===== src/logic/fwc_pkg.sv =====
/*
  package for the wide-line flash command host: opcodes, lane modes,
  controller register map and serial clock divider.
  assumes a single 100 MHz system clock domain.
*/
package fwc_pkg;
  // opcodes
  localparam logic [7:0] OP_PERMIT_WRITE = 8'h06;
  localparam logic [7:0] OP_VOLATILE_PERMIT = 8'h50;
  localparam logic [7:0] OP_REVOKE_WRITE = 8'h04;
  localparam logic [7:0] OP_STATUS_WRITE_LO = 8'h01;
  localparam logic [7:0] OP_STATUS_WRITE_HI = 8'h31;
  localparam logic [7:0] OP_PAGE_PROGRAM = 8'h02;
  localparam logic [7:0] OP_QUAD_PAGE_PROGRAM = 8'h32;
  localparam logic [7:0] OP_SEC_PROGRAM = 8'h42;
  localparam logic [7:0] OP_SEC_ERASE = 8'h44;
  localparam logic [7:0] OP_SET_READ_PARAM = 8'hC0;
  localparam logic [7:0] OP_WORD_READ_QIO = 8'hE7;
  localparam logic [7:0] OP_OCTAL_READ_QIO = 8'hE3;
  // lane modes of a phase
  localparam logic [1:0] LANE_ONE = 2'h0;
  localparam logic [1:0] LANE_TWO = 2'h1;
  localparam logic [1:0] LANE_FOUR = 2'h2;
  // controller registers (word index in low bits of address)
  localparam logic [3:0] REG_CTRL = 4'h0;
  localparam logic [3:0] REG_ADDR = 4'h1;
  localparam logic [3:0] REG_LEN = 4'h2;
  localparam logic [3:0] REG_WDATA = 4'h3;
  localparam logic [3:0] REG_RDATA = 4'h4;
  localparam logic [3:0] REG_STATUS = 4'h5;
  localparam logic [3:0] REG_LANES = 4'h6;
  // ctrl field positions
  localparam int CTRL_OP_LSB = 0;
  localparam int CTRL_HAS_ADDR = 8;
  localparam int CTRL_MODE_EN = 9;
  localparam int CTRL_READ = 10;
  localparam int CTRL_DUMMY_LSB = 12;
  localparam int CTRL_GO = 31;
  // lanes field positions: opcode, address, data
  localparam int LANES_CMD_LSB = 0;
  localparam int LANES_ADR_LSB = 2;
  localparam int LANES_DAT_LSB = 4;
  // status bits
  localparam int STAT_BUSY = 0;
  localparam int STAT_REFUSED = 1;
  localparam int STAT_RX_VALID = 2;
  localparam int STAT_TX_FULL = 3;
  localparam int STAT_PERMIT = 4;
  // serial clock: last divider count, so a half period lasts SCK_HALF + 1 system cycles
  localparam logic [3:0] SCK_HALF = 4'h2;
  localparam logic [8:0] MAX_PROGRAM_BYTES = 9'h100;
  localparam logic [8:0] RESET_LEN = 9'h000;
  localparam logic [3:0] RESET_DUMMY = 4'h0;
endpackage


===== src/logic/fwc_host.sv =====
/*
  host controller that drives a serial flash through select, clock and
  four data lines, in one, two or four lane phases.
  assumes software writes one byte at a time into the write data register
  and pops received bytes from the read data register.
*/
`timescale 1ns/1ps
`default_nettype none
module fwc_host
  import fwc_pkg::*;
(
  // clock and reset
  input wire logic clk_sys,
  input wire logic rst_b,
  // register port
  input wire logic [3:0] reg_addr,
  input wire logic [31:0] reg_wdata,
  input wire logic reg_wr,
  input wire logic reg_rd,
  output logic [31:0] reg_rdata,
  // flash pins
  output logic flash_sel_b,
  output logic flash_sck,
  output logic [3:0] io_line_out,
  output logic [3:0] io_line_oe,
  input wire logic [3:0] io_line_in
);
  // ----------------------------------------
  // state machine
  // ----------------------------------------
  typedef enum logic [5:0] {
    FWC_IDLE  = 6'b000001,
    FWC_CMD   = 6'b000010,
    FWC_ADR   = 6'b000100,
    FWC_DUMMY = 6'b001000,
    FWC_DATA  = 6'b010000,
    FWC_END   = 6'b100000
  } fwc_state_t;

  fwc_state_t state_reg, state_next;
  logic [31:0] ctrl_reg, ctrl_next;
  logic [23:0] adr_reg, adr_next;
  logic [8:0] len_reg, len_next;
  logic [5:0] lanes_reg, lanes_next;
  logic [7:0] tx_reg, tx_next;
  logic tx_full_reg, tx_full_next;
  logic [7:0] rx_reg, rx_next;
  logic rx_valid_reg, rx_valid_next;
  logic [7:0] rx_sh_reg, rx_sh_next;
  logic [31:0] sh_reg, sh_next;
  logic [5:0] bits_reg, bits_next;
  logic [3:0] div_reg, div_next;
  logic sck_reg, sck_next;
  logic sel_b_reg, sel_b_next;
  logic [3:0] out_reg, out_next;
  logic [3:0] oe_reg, oe_next;
  logic [31:0] rdata_reg, rdata_next;
  logic refused_reg, refused_next;
  logic permit_reg, permit_next;
  logic [3:0] in_s1_reg, in_s2_reg, in_s3_reg;

  logic [1:0] lane_mode;
  logic [2:0] step;
  logic rise, fall, stall;
  logic [7:0] op;

  // ----------------------------------------
  // input synchroniser
  // ----------------------------------------
  // second and third agreeing rejects a sample caught mid-transition
  logic [3:0] in_clean_reg;
  always_ff @(posedge clk_sys or negedge rst_b) begin
    if (!rst_b) begin
      in_s1_reg <= 4'h0;
      in_s2_reg <= 4'h0;
      in_s3_reg <= 4'h0;
      in_clean_reg <= 4'h0;
    end else begin
      in_s1_reg <= io_line_in;
      in_s2_reg <= in_s1_reg;
      in_s3_reg <= in_s2_reg;
      in_clean_reg <= (in_s2_reg == in_s3_reg) ? in_s3_reg : in_clean_reg;
    end
  end

  // ----------------------------------------
  // next-state logic
  // ----------------------------------------
  assign op = ctrl_reg[CTRL_OP_LSB +: 8];
  assign rise = (div_reg == SCK_HALF) && !sck_reg;
  assign fall = (div_reg == SCK_HALF) && sck_reg;
  // hold the low phase on an empty write byte or an unread received byte
  assign stall = (state_reg == FWC_DATA) && (div_reg == 4'h0) && !sck_reg &&
                 (bits_reg == 6'd8) && (ctrl_reg[CTRL_READ] ? rx_valid_reg : !tx_full_reg);

  always_comb begin
    state_next = state_reg;
    ctrl_next = ctrl_reg;
    adr_next = adr_reg;
    len_next = len_reg;
    lanes_next = lanes_reg;
    tx_next = tx_reg;
    tx_full_next = tx_full_reg;
    rx_next = rx_reg;
    rx_valid_next = rx_valid_reg;
    rx_sh_next = rx_sh_reg;
    sh_next = sh_reg;
    bits_next = bits_reg;
    div_next = div_reg;
    sck_next = sck_reg;
    sel_b_next = sel_b_reg;
    out_next = out_reg;
    oe_next = oe_reg;
    refused_next = refused_reg;
    permit_next = permit_reg;
    rdata_next = 32'h0000_0000;
    lane_mode = LANE_ONE;
    step = 3'h1;
    case (state_reg)
      FWC_CMD: lane_mode = lanes_reg[LANES_CMD_LSB +: 2];
      FWC_ADR: lane_mode = lanes_reg[LANES_ADR_LSB +: 2];
      FWC_DATA: lane_mode = lanes_reg[LANES_DAT_LSB +: 2];
      default: lane_mode = LANE_ONE;
    endcase
    case (lane_mode)
      LANE_TWO: step = 3'h2;
      LANE_FOUR: step = 3'h4;
      default: step = 3'h1;
    endcase
    // software reads
    if (reg_rd) begin
      case (reg_addr)
        REG_CTRL: rdata_next = ctrl_reg;
        REG_ADDR: rdata_next = {8'h00, adr_reg};
        REG_LEN: rdata_next = {23'h000000, len_reg};
        REG_RDATA: begin
          rdata_next = {24'h000000, rx_reg};
          rx_valid_next = 1'b0;
        end
        REG_STATUS: rdata_next = {27'h0000000, permit_reg, tx_full_reg, rx_valid_reg, refused_reg,
                                  state_reg != FWC_IDLE};
        REG_LANES: rdata_next = {26'h0000000, lanes_reg};
        default: rdata_next = 32'h0000_0000;
      endcase
    end
    // software writes; start is refused for rule-breaking commands
    if (reg_wr) begin
      case (reg_addr)
        REG_CTRL: begin
          if (state_reg == FWC_IDLE) begin
            ctrl_next = reg_wdata;
            ctrl_next[CTRL_GO] = 1'b0;
            refused_next = 1'b0;
            if (reg_wdata[CTRL_GO]) begin
              if (((reg_wdata[7:0] == OP_PAGE_PROGRAM) ||
                   (reg_wdata[7:0] == OP_QUAD_PAGE_PROGRAM) ||
                   (reg_wdata[7:0] == OP_SEC_PROGRAM)) &&
                  ((len_reg == 9'h000) || (len_reg > MAX_PROGRAM_BYTES))) begin
                refused_next = 1'b1;
              end else if (((reg_wdata[7:0] == OP_SEC_PROGRAM) ||
                            (reg_wdata[7:0] == OP_SEC_ERASE)) &&
                           (adr_reg[23:10] != 14'h0000)) begin
                refused_next = 1'b1;
              end else if ((reg_wdata[7:0] == OP_WORD_READ_QIO) && adr_reg[0]) begin
                refused_next = 1'b1;
              end else if ((reg_wdata[7:0] == OP_OCTAL_READ_QIO) &&
                           (adr_reg[3:0] != 4'h0)) begin
                refused_next = 1'b1;
              end else begin
                state_next = FWC_CMD;
                sel_b_next = 1'b0;
                sh_next = {reg_wdata[7:0], 24'h000000};
                bits_next = 6'd8;
                div_next = 4'h0;
                // host tracks its own permit; volatile permit does not set it
                if (reg_wdata[7:0] == OP_PERMIT_WRITE) begin
                  permit_next = 1'b1;
                end else if (reg_wdata[7:0] == OP_REVOKE_WRITE) begin
                  permit_next = 1'b0;
                end
              end
            end
          end
        end
        REG_ADDR: adr_next = reg_wdata[23:0];
        REG_LEN: len_next = reg_wdata[8:0];
        REG_WDATA: begin
          tx_next = reg_wdata[7:0];
          tx_full_next = 1'b1;
        end
        REG_LANES: lanes_next = reg_wdata[5:0];
        default: ;
      endcase
    end
    // serial engine
    if ((state_reg != FWC_IDLE) && (state_reg != FWC_END)) begin
      div_next = (div_reg == SCK_HALF) ? 4'h0 : div_reg + 4'h1;
      if (stall) begin
        div_next = div_reg;
      end else if (rise) begin
        sck_next = 1'b1;
      end else if (fall) begin
        sck_next = 1'b0;
        // sampled late in the high phase, so the synchroniser lag still lands inside the bit
        case (lane_mode)
          LANE_TWO: rx_sh_next = {rx_sh_reg[5:0], in_clean_reg[1:0]};
          LANE_FOUR: rx_sh_next = {rx_sh_reg[3:0], in_clean_reg};
          default: rx_sh_next = {rx_sh_reg[6:0], in_clean_reg[1]};
        endcase
      end
      // drive on the low phase start: shift out the top bits
      if (div_reg == 4'h0 && !sck_reg && !stall) begin
        if (state_reg == FWC_DATA && bits_reg == 6'd8 && !ctrl_reg[CTRL_READ] && tx_full_reg) begin
          sh_next = {tx_reg, 24'h000000};
          // a byte written in this very cycle stays pending
          tx_full_next = reg_wr && (reg_addr == REG_WDATA);
        end
        oe_next = 4'h0;
        out_next = 4'h0;
        if (!(state_reg == FWC_DATA && ctrl_reg[CTRL_READ]) && state_reg != FWC_DUMMY) begin
          case (lane_mode)
            LANE_TWO: begin
              out_next = {2'b00, sh_next[31:30]};
              oe_next = 4'h3;
            end
            LANE_FOUR: begin
              out_next = sh_next[31:28];
              oe_next = 4'hF;
            end
            default: begin
              out_next = {3'b000, sh_next[31]};
              oe_next = 4'h1;
            end
          endcase
        end
      end
      if (fall) begin
        sh_next = sh_reg << step;
        bits_next = bits_reg - {3'h0, step};
        if (bits_reg == {3'h0, step}) begin
          case (state_reg)
            FWC_CMD: begin
              if (ctrl_reg[CTRL_HAS_ADDR]) begin
                state_next = FWC_ADR;
                sh_next = {adr_reg, 8'h00};
                bits_next = ctrl_reg[CTRL_MODE_EN] ? 6'd32 : 6'd24;
              end else if (len_reg != 9'h000) begin
                state_next = FWC_DATA;
                bits_next = 6'd8;
              end else begin
                state_next = FWC_END;
              end
            end
            FWC_ADR: begin
              // dummy clock count set by software per command
              if (ctrl_reg[CTRL_DUMMY_LSB +: 4] != 4'h0) begin
                state_next = FWC_DUMMY;
                bits_next = {2'b00, ctrl_reg[CTRL_DUMMY_LSB +: 4]};
              end else begin
                state_next = (len_reg != 9'h000) ? FWC_DATA : FWC_END;
                bits_next = 6'd8;
              end
            end
            FWC_DUMMY: begin
              state_next = (len_reg != 9'h000) ? FWC_DATA : FWC_END;
              bits_next = 6'd8;
            end
            FWC_DATA: begin
              bits_next = 6'd8;
              if (ctrl_reg[CTRL_READ]) begin
                rx_next = rx_sh_next;
                rx_valid_next = 1'b1; // repeated status bytes read as they come
              end
              len_next = len_reg - 9'h001;
              if (len_reg == 9'h001) begin
                state_next = FWC_END;
              end
            end
            default: state_next = FWC_END;
          endcase
        end
      end
    end else if (state_reg == FWC_END) begin
      // select rises after last clock to commit the opcode
      sel_b_next = 1'b1;
      oe_next = 4'h0;
      state_next = FWC_IDLE;
    end
  end

  // ----------------------------------------
  // registers
  // ----------------------------------------
  always_ff @(posedge clk_sys or negedge rst_b) begin
    if (!rst_b) begin
      state_reg <= FWC_IDLE;
      ctrl_reg <= 32'h0000_0000;
      adr_reg <= 24'h000000;
      len_reg <= RESET_LEN;
      lanes_reg <= 6'h00;
      tx_reg <= 8'h00;
      tx_full_reg <= 1'b0;
      rx_reg <= 8'h00;
      rx_valid_reg <= 1'b0;
      rx_sh_reg <= 8'h00;
      sh_reg <= 32'h0000_0000;
      bits_reg <= 6'h00;
      div_reg <= 4'h0;
      sck_reg <= 1'b0;
      sel_b_reg <= 1'b1;
      out_reg <= 4'h0;
      oe_reg <= 4'h0;
      rdata_reg <= 32'h0000_0000;
      refused_reg <= 1'b0;
      permit_reg <= 1'b0;
    end else begin
      state_reg <= state_next;
      ctrl_reg <= ctrl_next;
      adr_reg <= adr_next;
      len_reg <= len_next;
      lanes_reg <= lanes_next;
      tx_reg <= tx_next;
      tx_full_reg <= tx_full_next;
      rx_reg <= rx_next;
      rx_valid_reg <= rx_valid_next;
      rx_sh_reg <= rx_sh_next;
      sh_reg <= sh_next;
      bits_reg <= bits_next;
      div_reg <= div_next;
      sck_reg <= sck_next;
      sel_b_reg <= sel_b_next;
      out_reg <= out_next;
      oe_reg <= oe_next;
      rdata_reg <= rdata_next;
      refused_reg <= refused_next;
      permit_reg <= permit_next;
    end
  end

  assign reg_rdata = rdata_reg;
  assign flash_sel_b = sel_b_reg;
  assign flash_sck = sck_reg;
  assign io_line_out = out_reg;
  assign io_line_oe = oe_reg;
endmodule
`default_nettype wire


===== config.mk =====
export PLATFORM = sky130hd
export DESIGN_NAME = fwc_host
export DESIGN_NICKNAME = d
export VERILOG_FILES = /design/src/logic/fwc_pkg.sv /design/src/logic/fwc_host.sv
export SDC_FILE = /design/constraint.sdc
export NUM_CORES = 1
export LEC_CHECK = 0
export BUFFER_PORTS_ARGS = -buffer_cell sky130_fd_sc_hd__clkbuf_2
export CELL_PAD_IN_SITES_DETAIL_PLACEMENT = 0
export CELL_PAD_IN_SITES_GLOBAL_PLACEMENT = 2
export CORE_ASPECT_RATIO = 1.25
export CORE_MARGIN = 4
export CORE_UTILIZATION = 30
export CTS_CLUSTER_DIAMETER = 40
export DETAILED_ROUTE_END_ITERATION = 12
export GPL_TIMING_DRIVEN = 0
export PLACE_DENSITY_LB_ADDON = 0.1
export SYNTH_ARGS = -nofsm -noshare
export SYNTH_HDL_FRONTEND = slang
export SYNTH_SLANG_ARGS = --single-unit

===== constraint.sdc =====
create_clock -name clk_sys -period 5.4 [get_ports clk_sys]
set_clock_uncertainty 0.1 [all_clocks]
set_input_delay 0.81 -clock clk_sys [delete_from_list [all_inputs] [get_ports clk_sys]]
set_output_delay 0.81 -clock clk_sys [all_outputs]
set_load 0.05 [all_outputs]

Word level (Yosys, flattened, before mapping)
Cells that the tools add are included.

Memories kept: 0. Bits of input ports: 44. Output and inout bits: 42. Bits in registers: 204. RAM bits: 0. Word-level logic and storage cells: 235. Memory bits (read-only): 0. Latch bits: 0.

Div/mod/pow operators: 0. Magnitude comparators: 1. Equality and inequality tests: 36. Reductions and logical operators: 53. Multiplexer cells: 112. Bitwise operators: 5. Shift-type cells: 1. Add/subtract/negate cells: 3. Multiply operators: 0.

Operators with widths (count): $mux W32 (15); $pmux W31 S6 (1); $mux W6 (30); $mux W4 (17); $mux W9 (6); $mux W1 (32); $shl A32 B3 Y32 (1); $mux W31 (1); $mux W8 (3); $pmux W6 S4 (1); $logic_and A1 B1 Y1 (19); $pmux W6 S3 (1); $reduce_and A9 Y1 (2); $eq A8 B3 Y1 const B (2); $eq A8 B7 Y1 const B (2); $eq A8 B8 Y1 const B (2); $pmux W4 S2 (2); $pmux W8 S2 (1); $reduce_bool A14 Y1 (1); $reduce_bool A2 Y1 (7); $eq A4 B2 Y1 const B (3); $eq A4 B3 Y1 const B (3); $eq A6 B4 Y1 const B (2); $ne A2 B1 Y1 const B (5); other kinds (34) (52).

Logic depth before layout (Yosys ltp)
Depth in word-level cells: 15. Depth in mapped cells: 19. Depth with buffers taken out: 14.

Least setup slack after synthesis
No wires, ideal clock.

Kind: reg2reg. From: register state_reg[2]. To: register sh_reg[14]. Cell stages (with the launch flop): 19. Arrival time: 4.247 ns. Setup time: 0.077 ns. Slack: 0.975 ns. Cell sequence: dfrtp_1 -> nor4_4 -> and3b_1 -> clkbuf_1 -> a222oi_1 -> inv_1 -> ha_1 -> buf_2 -> buf_1 -> buf_1 -> inv_1 -> ha_1 -> and3_1 -> buf_2 -> nand3_2 -> clkbuf_1 -> clkbuf_1 -> o211ai_1 -> a21oi_1.

Cells in the longest elaborated chain, start to end: 10. Elaborated cells between the ends (all ways): 32. Classes of those cells: eq/ne (9); shift (1); mux (12); reduce/logical (10).

Ends and longest elaborated chain: start, declared (RTL line fwc_host.sv:40) `fwc_state_t state_reg, state_next;`; start signal, assigned (RTL line fwc_host.sv:317) `state_reg <= state_next;`; $eq A6 B5 Y1 (tied with other cells) (RTL line fwc_host.sv:93, fwc_host.sv:119, fwc_host.sv:213); $pmux W2 S3 / $logic_and A1 B1 Y1 (equally long branches) (RTL line fwc_host.sv:119, fwc_host.sv:93); $eq A2 B2 Y1 (tied with other cells) (RTL line fwc_host.sv:125) `case (lane_mode)`; $pmux W3 S2 / $logic_and A1 B1 Y1 (equally long branches) (RTL line fwc_host.sv:125, fwc_host.sv:93); $shl A32 B3 Y32 / $logic_and A1 B1 Y1 (equally long branches) (RTL line fwc_host.sv:238, fwc_host.sv:94); $mux W32 / $logic_not A1 Y1 (equally long branches) (RTL line fwc_host.sv:243, fwc_host.sv:212); $mux W32 / $logic_and A1 B1 Y1 (equally long branches) (RTL line fwc_host.sv:241, fwc_host.sv:212); $mux W32, on equally long branches (RTL line fwc_host.sv:240, fwc_host.sv:212); $mux W32 (RTL line fwc_host.sv:237) `if (fall) begin`; $mux W32 * (RTL line fwc_host.sv:196) `if ((state_reg != FWC_IDLE) && (state_reg != FWC_END)) begin`; net sh_next[14] (RTL line fwc_host.sv:50) `logic [31:0] sh_reg, sh_next;`; end signal, assigned (RTL line fwc_host.sv:327) `sh_reg <= sh_next;`; end, declared (RTL line fwc_host.sv:50).

Mark *: on every way through the listed nets, which the timed path passes. The rest lies on a longest branch. A chain may end at the register's enable or synchronous reset.

Worst setup path after layout
From: register state_reg[0]. To: register sh_reg[23].

The elaborated chain is that of the path after synthesis.

==> summary by stage <==
Outcome
The run finished with clean final reports.

Run
The max-cap violation count is 0.

Timing
The number of setup violations in the final report is 0. The worst path meets setup with 377 ps of slack. Setup repair after global routing left no endpoint under its margin. The number of pins exceeding their max-slew limit in the final report was 0. The minimum clock period after layout is 5020 ps. Static timing analysis puts the maximum clock frequency at between 0.15 and 0.2 GHz. Of the available clock period, the critical path in the final layout requires 0.930.

The transition time at the pin with the least slew margin is 1170 ps. The worst slew margin relative to its limit is 0.215. For the final routed database, the setup TNS stands at 0 ps.

The number of hold violations in the final report was 0.

Logic synthesis
Synthesis produced a netlist with a net count of roughly 1,100. Synthesis produced ~1,000 cells. Sorting the synthesized cells by area gives the leading types as sky130_fd_sc_hd__dfrtp_1, sky130_fd_sc_hd__mux2_2, sky130_fd_sc_hd__mux4_2. The share of synthesized area in the top cell type comes to 0.468. The leading register cell type out of synthesis is sky130_fd_sc_hd__dfrtp_1. The sequential-to-total area share from yosys stat is 0.473.

For this run, the number of Yosys warnings is 0. The fraction of synthesis flops using an asynchronous set or reset pin is 1.00. The summed instance area of the synthesized netlist is 10,600 µm². The synthesized area per cell is 10.7 µm². The cell accounting for the most synthesized area is sky130_fd_sc_hd__dfrtp_1.

The post-synthesis sequential element count is about 200. The count of flip-flops with a built-in enable after synthesis is 0. Yosys mapped the design onto 79 distinct sky130hd cell types.

Cells and area
The number of nets in the finished design is roughly 1,200. The diode insertion count for antenna repair is 0. The layout has 3,499 filler cells. The fraction of final layout cells with drive strength greater than 1 is 0.268. Compared with the post-synthesis result, the final layout area differs by 22.4%. The register with the most flip-flops in the layout has 32 of them.

Measured on the finished design, the core utilization comes to 0.375. The sequential standard cell area is ~5000 µm². The area of the multi-input gates is 5270 µm².

Floorplanning
The die covers between 30,000 and 40,000 µm². 86 I/O pins were placed. The die is about 220 µm tall. The number of cell rows is 76. The total core area is about 35,000 µm². The die span in x is between 150 and 200 µm.

The initial cell density of the core is 0.306.

Clock tree
After clock tree synthesis, the flow added hold-fix buffers numbering 0. The TritonCTS clock tree is yes. The number of sinks handled by clock tree synthesis is about 200. The maximum number of buffers from clock root to sink is 3.

After clock tree synthesis, the clock-pin slew on the worst setup and hold paths is approximately 60 ps. The total clock buffers created by CTS is 37. The root buffer cell chosen for the clock tree is sky130_fd_sc_hd__clkbuf_16. Clock latency on the worst-skew pair, taken at its later pin, is ~520 ps. The total number of H-tree levels is 2.

Worst setup path
STA puts the critical path data arrival time at between 5000 and 6000 ps. The maximum fanout encountered on the critical timing path is 10. The worst setup path is launched from a register. At the worst endpoint, the required time is 5700 ps. STA classifies the critical path endpoint as a register. The path type of the worst setup path is reg2reg.

The depth of the worst register-to-register path is 15.

Placed design
At the placement stage, the worst setup path has a slack of -641 ps. Port buffering added between 70 and 80 buffers. Detailed placement ended at an HPWL of approximately 27 mm. At the end of routability-driven placement, the weighted congestion stood at around 0.83.

GRT
The maximum number of pins on one net before global-route repair is slightly above 90. The initial antenna violation count is 0. The global-route usage over all layers is 0.191. The number of global-route vias before repair came to ~9,000. The first-pass GRT wire length is roughly 56 mm. For this run the aggregate overflow at the end of global routing stands at 0.

Route
In the routed layout, each cell is associated on average with a via count of 5.24. The detailed-route wire length is around 36 mm. The detailed router placed 8,458 vias in this run. The first TritonRoute pass finished after 5 iterations. The DRC marker count from the first detailed-route iteration is 440. The average wire length per cell after detail routing is 22.6 µm. For this run, design rule violations remaining after detail routing come to 0.

The residual antenna-violating net count after detailed routing is 0.

Pwr
In this run the static leakage power is 0.00565 µW. The worst supply voltage drop on vdd is roughly 160 µV. Power spread over the standard cell area amounts to slightly below 500 nW/µm².

Min path
In this run the worst hold path is classified as in2async.
[timing repair]
| action | CTS | global route |
|---|---|---|
| cloned | 0 | 0 |
| buffers inserted | 0 | 6 |
| endpoints found under the setup margin | 54 | 32 |
| gates resized for setup | 6 | 4 |
| pin swaps | 0 | 2 |
[worst paths after layout]
check	from	to	slack (ps)
worst min-delay path	rst_b	reg_rdata[20]$_DFF_PN0_	120
max in group asynchronous	rst_b	sh_reg[4]$_DFF_PN0_	3870
worst max-delay path	state_reg[0]$_DFF_PN1_	sh_reg[23]$_DFF_PN0_	380
worst max register to register	state_reg[0]$_DFF_PN1_	sh_reg[23]$_DFF_PN0_	380
worst min register to register	in_s1_reg[2]$_DFF_PN0_	in_s2_reg[2]$_DFF_PN0_	240
min in group clk_sys	in_s1_reg[2]$_DFF_PN0_	in_s2_reg[2]$_DFF_PN0_	240
[cells in the mapped netlist (14+ instances only)]
master                     instances
sky130_fd_sc_hd__o21ai_1          14
sky130_fd_sc_hd__mux2_2           81
sky130_fd_sc_hd__inv_1            21
sky130_fd_sc_hd__o22ai_1          14
sky130_fd_sc_hd__clkbuf_1         29
sky130_fd_sc_hd__a21oi_1          69
sky130_fd_sc_hd__nor2_1           76
sky130_fd_sc_hd__nand2_1         110
sky130_fd_sc_hd__mux4_2           28
sky130_fd_sc_hd__o211ai_1         20
sky130_fd_sc_hd__and2_1           14
sky130_fd_sc_hd__o21ai_0          21
sky130_fd_sc_hd__mux2i_1          32
sky130_fd_sc_hd__dfrtp_1         199
sky130_fd_sc_hd__buf_2            19
sky130_fd_sc_hd__nand3_1          32
[cell type report]
type | count | area share
buffer | 60 | 0.0208
clock buffer | 39 | 0.0725
clock inverter | 28 | 0.0251
inverter | 21 | 0.00635
multi-input combinational | 710 | 0.405
sequential | 201 | 0.387
tap | 468 | 0.0450
timing repair buffer | 86 | 0.0384
[routing by layer]
layer | track usage | up-vias | wire length [µm]
met5 | 0 | - | 0
met4 | 0.0578 | 0 | 923
met3 | 0.0268 | 56 | 1400
met2 | 0.347 | 201 | 19000
met1 | 0.234 | 4259 | 15100
li1 | - | 3942 | -
[cells by family after synthesis]
group	count (synthesis)	share of synthesized area
simple gates	315	0.147
flops	201	0.473
buf+inv	86	0.0340
compound gates	229	0.145
xor+xnor	11	0.00906
fa+ha+maj	12	0.0148
other cells	1	0.000353
mux	142	0.176
[critical path: stages, from the launching register on]
cell and delay [ps]:
sky130_fd_sc_hd__dfstp_2 630, sky130_fd_sc_hd__and3b_1 220, sky130_fd_sc_hd__clkbuf_2 210, sky130_fd_sc_hd__a222oi_1 490, sky130_fd_sc_hd__ha_2 380, sky130_fd_sc_hd__clkinvlp_4 170, sky130_fd_sc_hd__clkbuf_4 250, sky130_fd_sc_hd__ha_1 370
sky130_fd_sc_hd__nor4b_1 340, sky130_fd_sc_hd__and3_1 200, sky130_fd_sc_hd__buf_2 260, sky130_fd_sc_hd__nand3_2 270, sky130_fd_sc_hd__clkbuf_2 310, sky130_fd_sc_hd__clkbuf_1 300, sky130_fd_sc_hd__o21ai_0 270, sky130_fd_sc_hd__o2bb2ai_1 100
[placed cells by master (no fill, tap or decap), types with 12 or more instances in the layout]
cell	count
sky130_fd_sc_hd__clkbuf_2	79
sky130_fd_sc_hd__o21ai_1	14
sky130_fd_sc_hd__o22ai_1	14
sky130_fd_sc_hd__nand3_1	32
sky130_fd_sc_hd__o211ai_1	20
sky130_fd_sc_hd__dfrtp_1	199
sky130_fd_sc_hd__mux2_2	81
sky130_fd_sc_hd__nor2b_1	13
sky130_fd_sc_hd__o21ai_0	21
sky130_fd_sc_hd__a21oi_1	69
sky130_fd_sc_hd__buf_2	19
sky130_fd_sc_hd__o31ai_1	12
sky130_fd_sc_hd__and2_1	14
sky130_fd_sc_hd__clkbuf_1	24
sky130_fd_sc_hd__mux2i_1	32
sky130_fd_sc_hd__mux4_2	28
sky130_fd_sc_hd__a22oi_1	13
sky130_fd_sc_hd__inv_1	20
sky130_fd_sc_hd__clkbuf_16	37
sky130_fd_sc_hd__nand2_1	110
sky130_fd_sc_hd__nor2_1	76
[report_power, final]
group	switching, µW	internal [µW]
clock	886	1500
sequential	387	1840
combinational	928	806
[metrics by stage]
stage	hold slack, ps	cell area (µm²)	total power, µW	std cells
final	121	13000	6350	1613
after global routing	145	13000	6720	1613
after CTS	128	13000	6420	1610
after detailed placement	236	11700	3990	1545
after global placement	232	11600	3970	1543
after floorplan	231	10600	3420	997
Power figures use the tool's default switching activity.
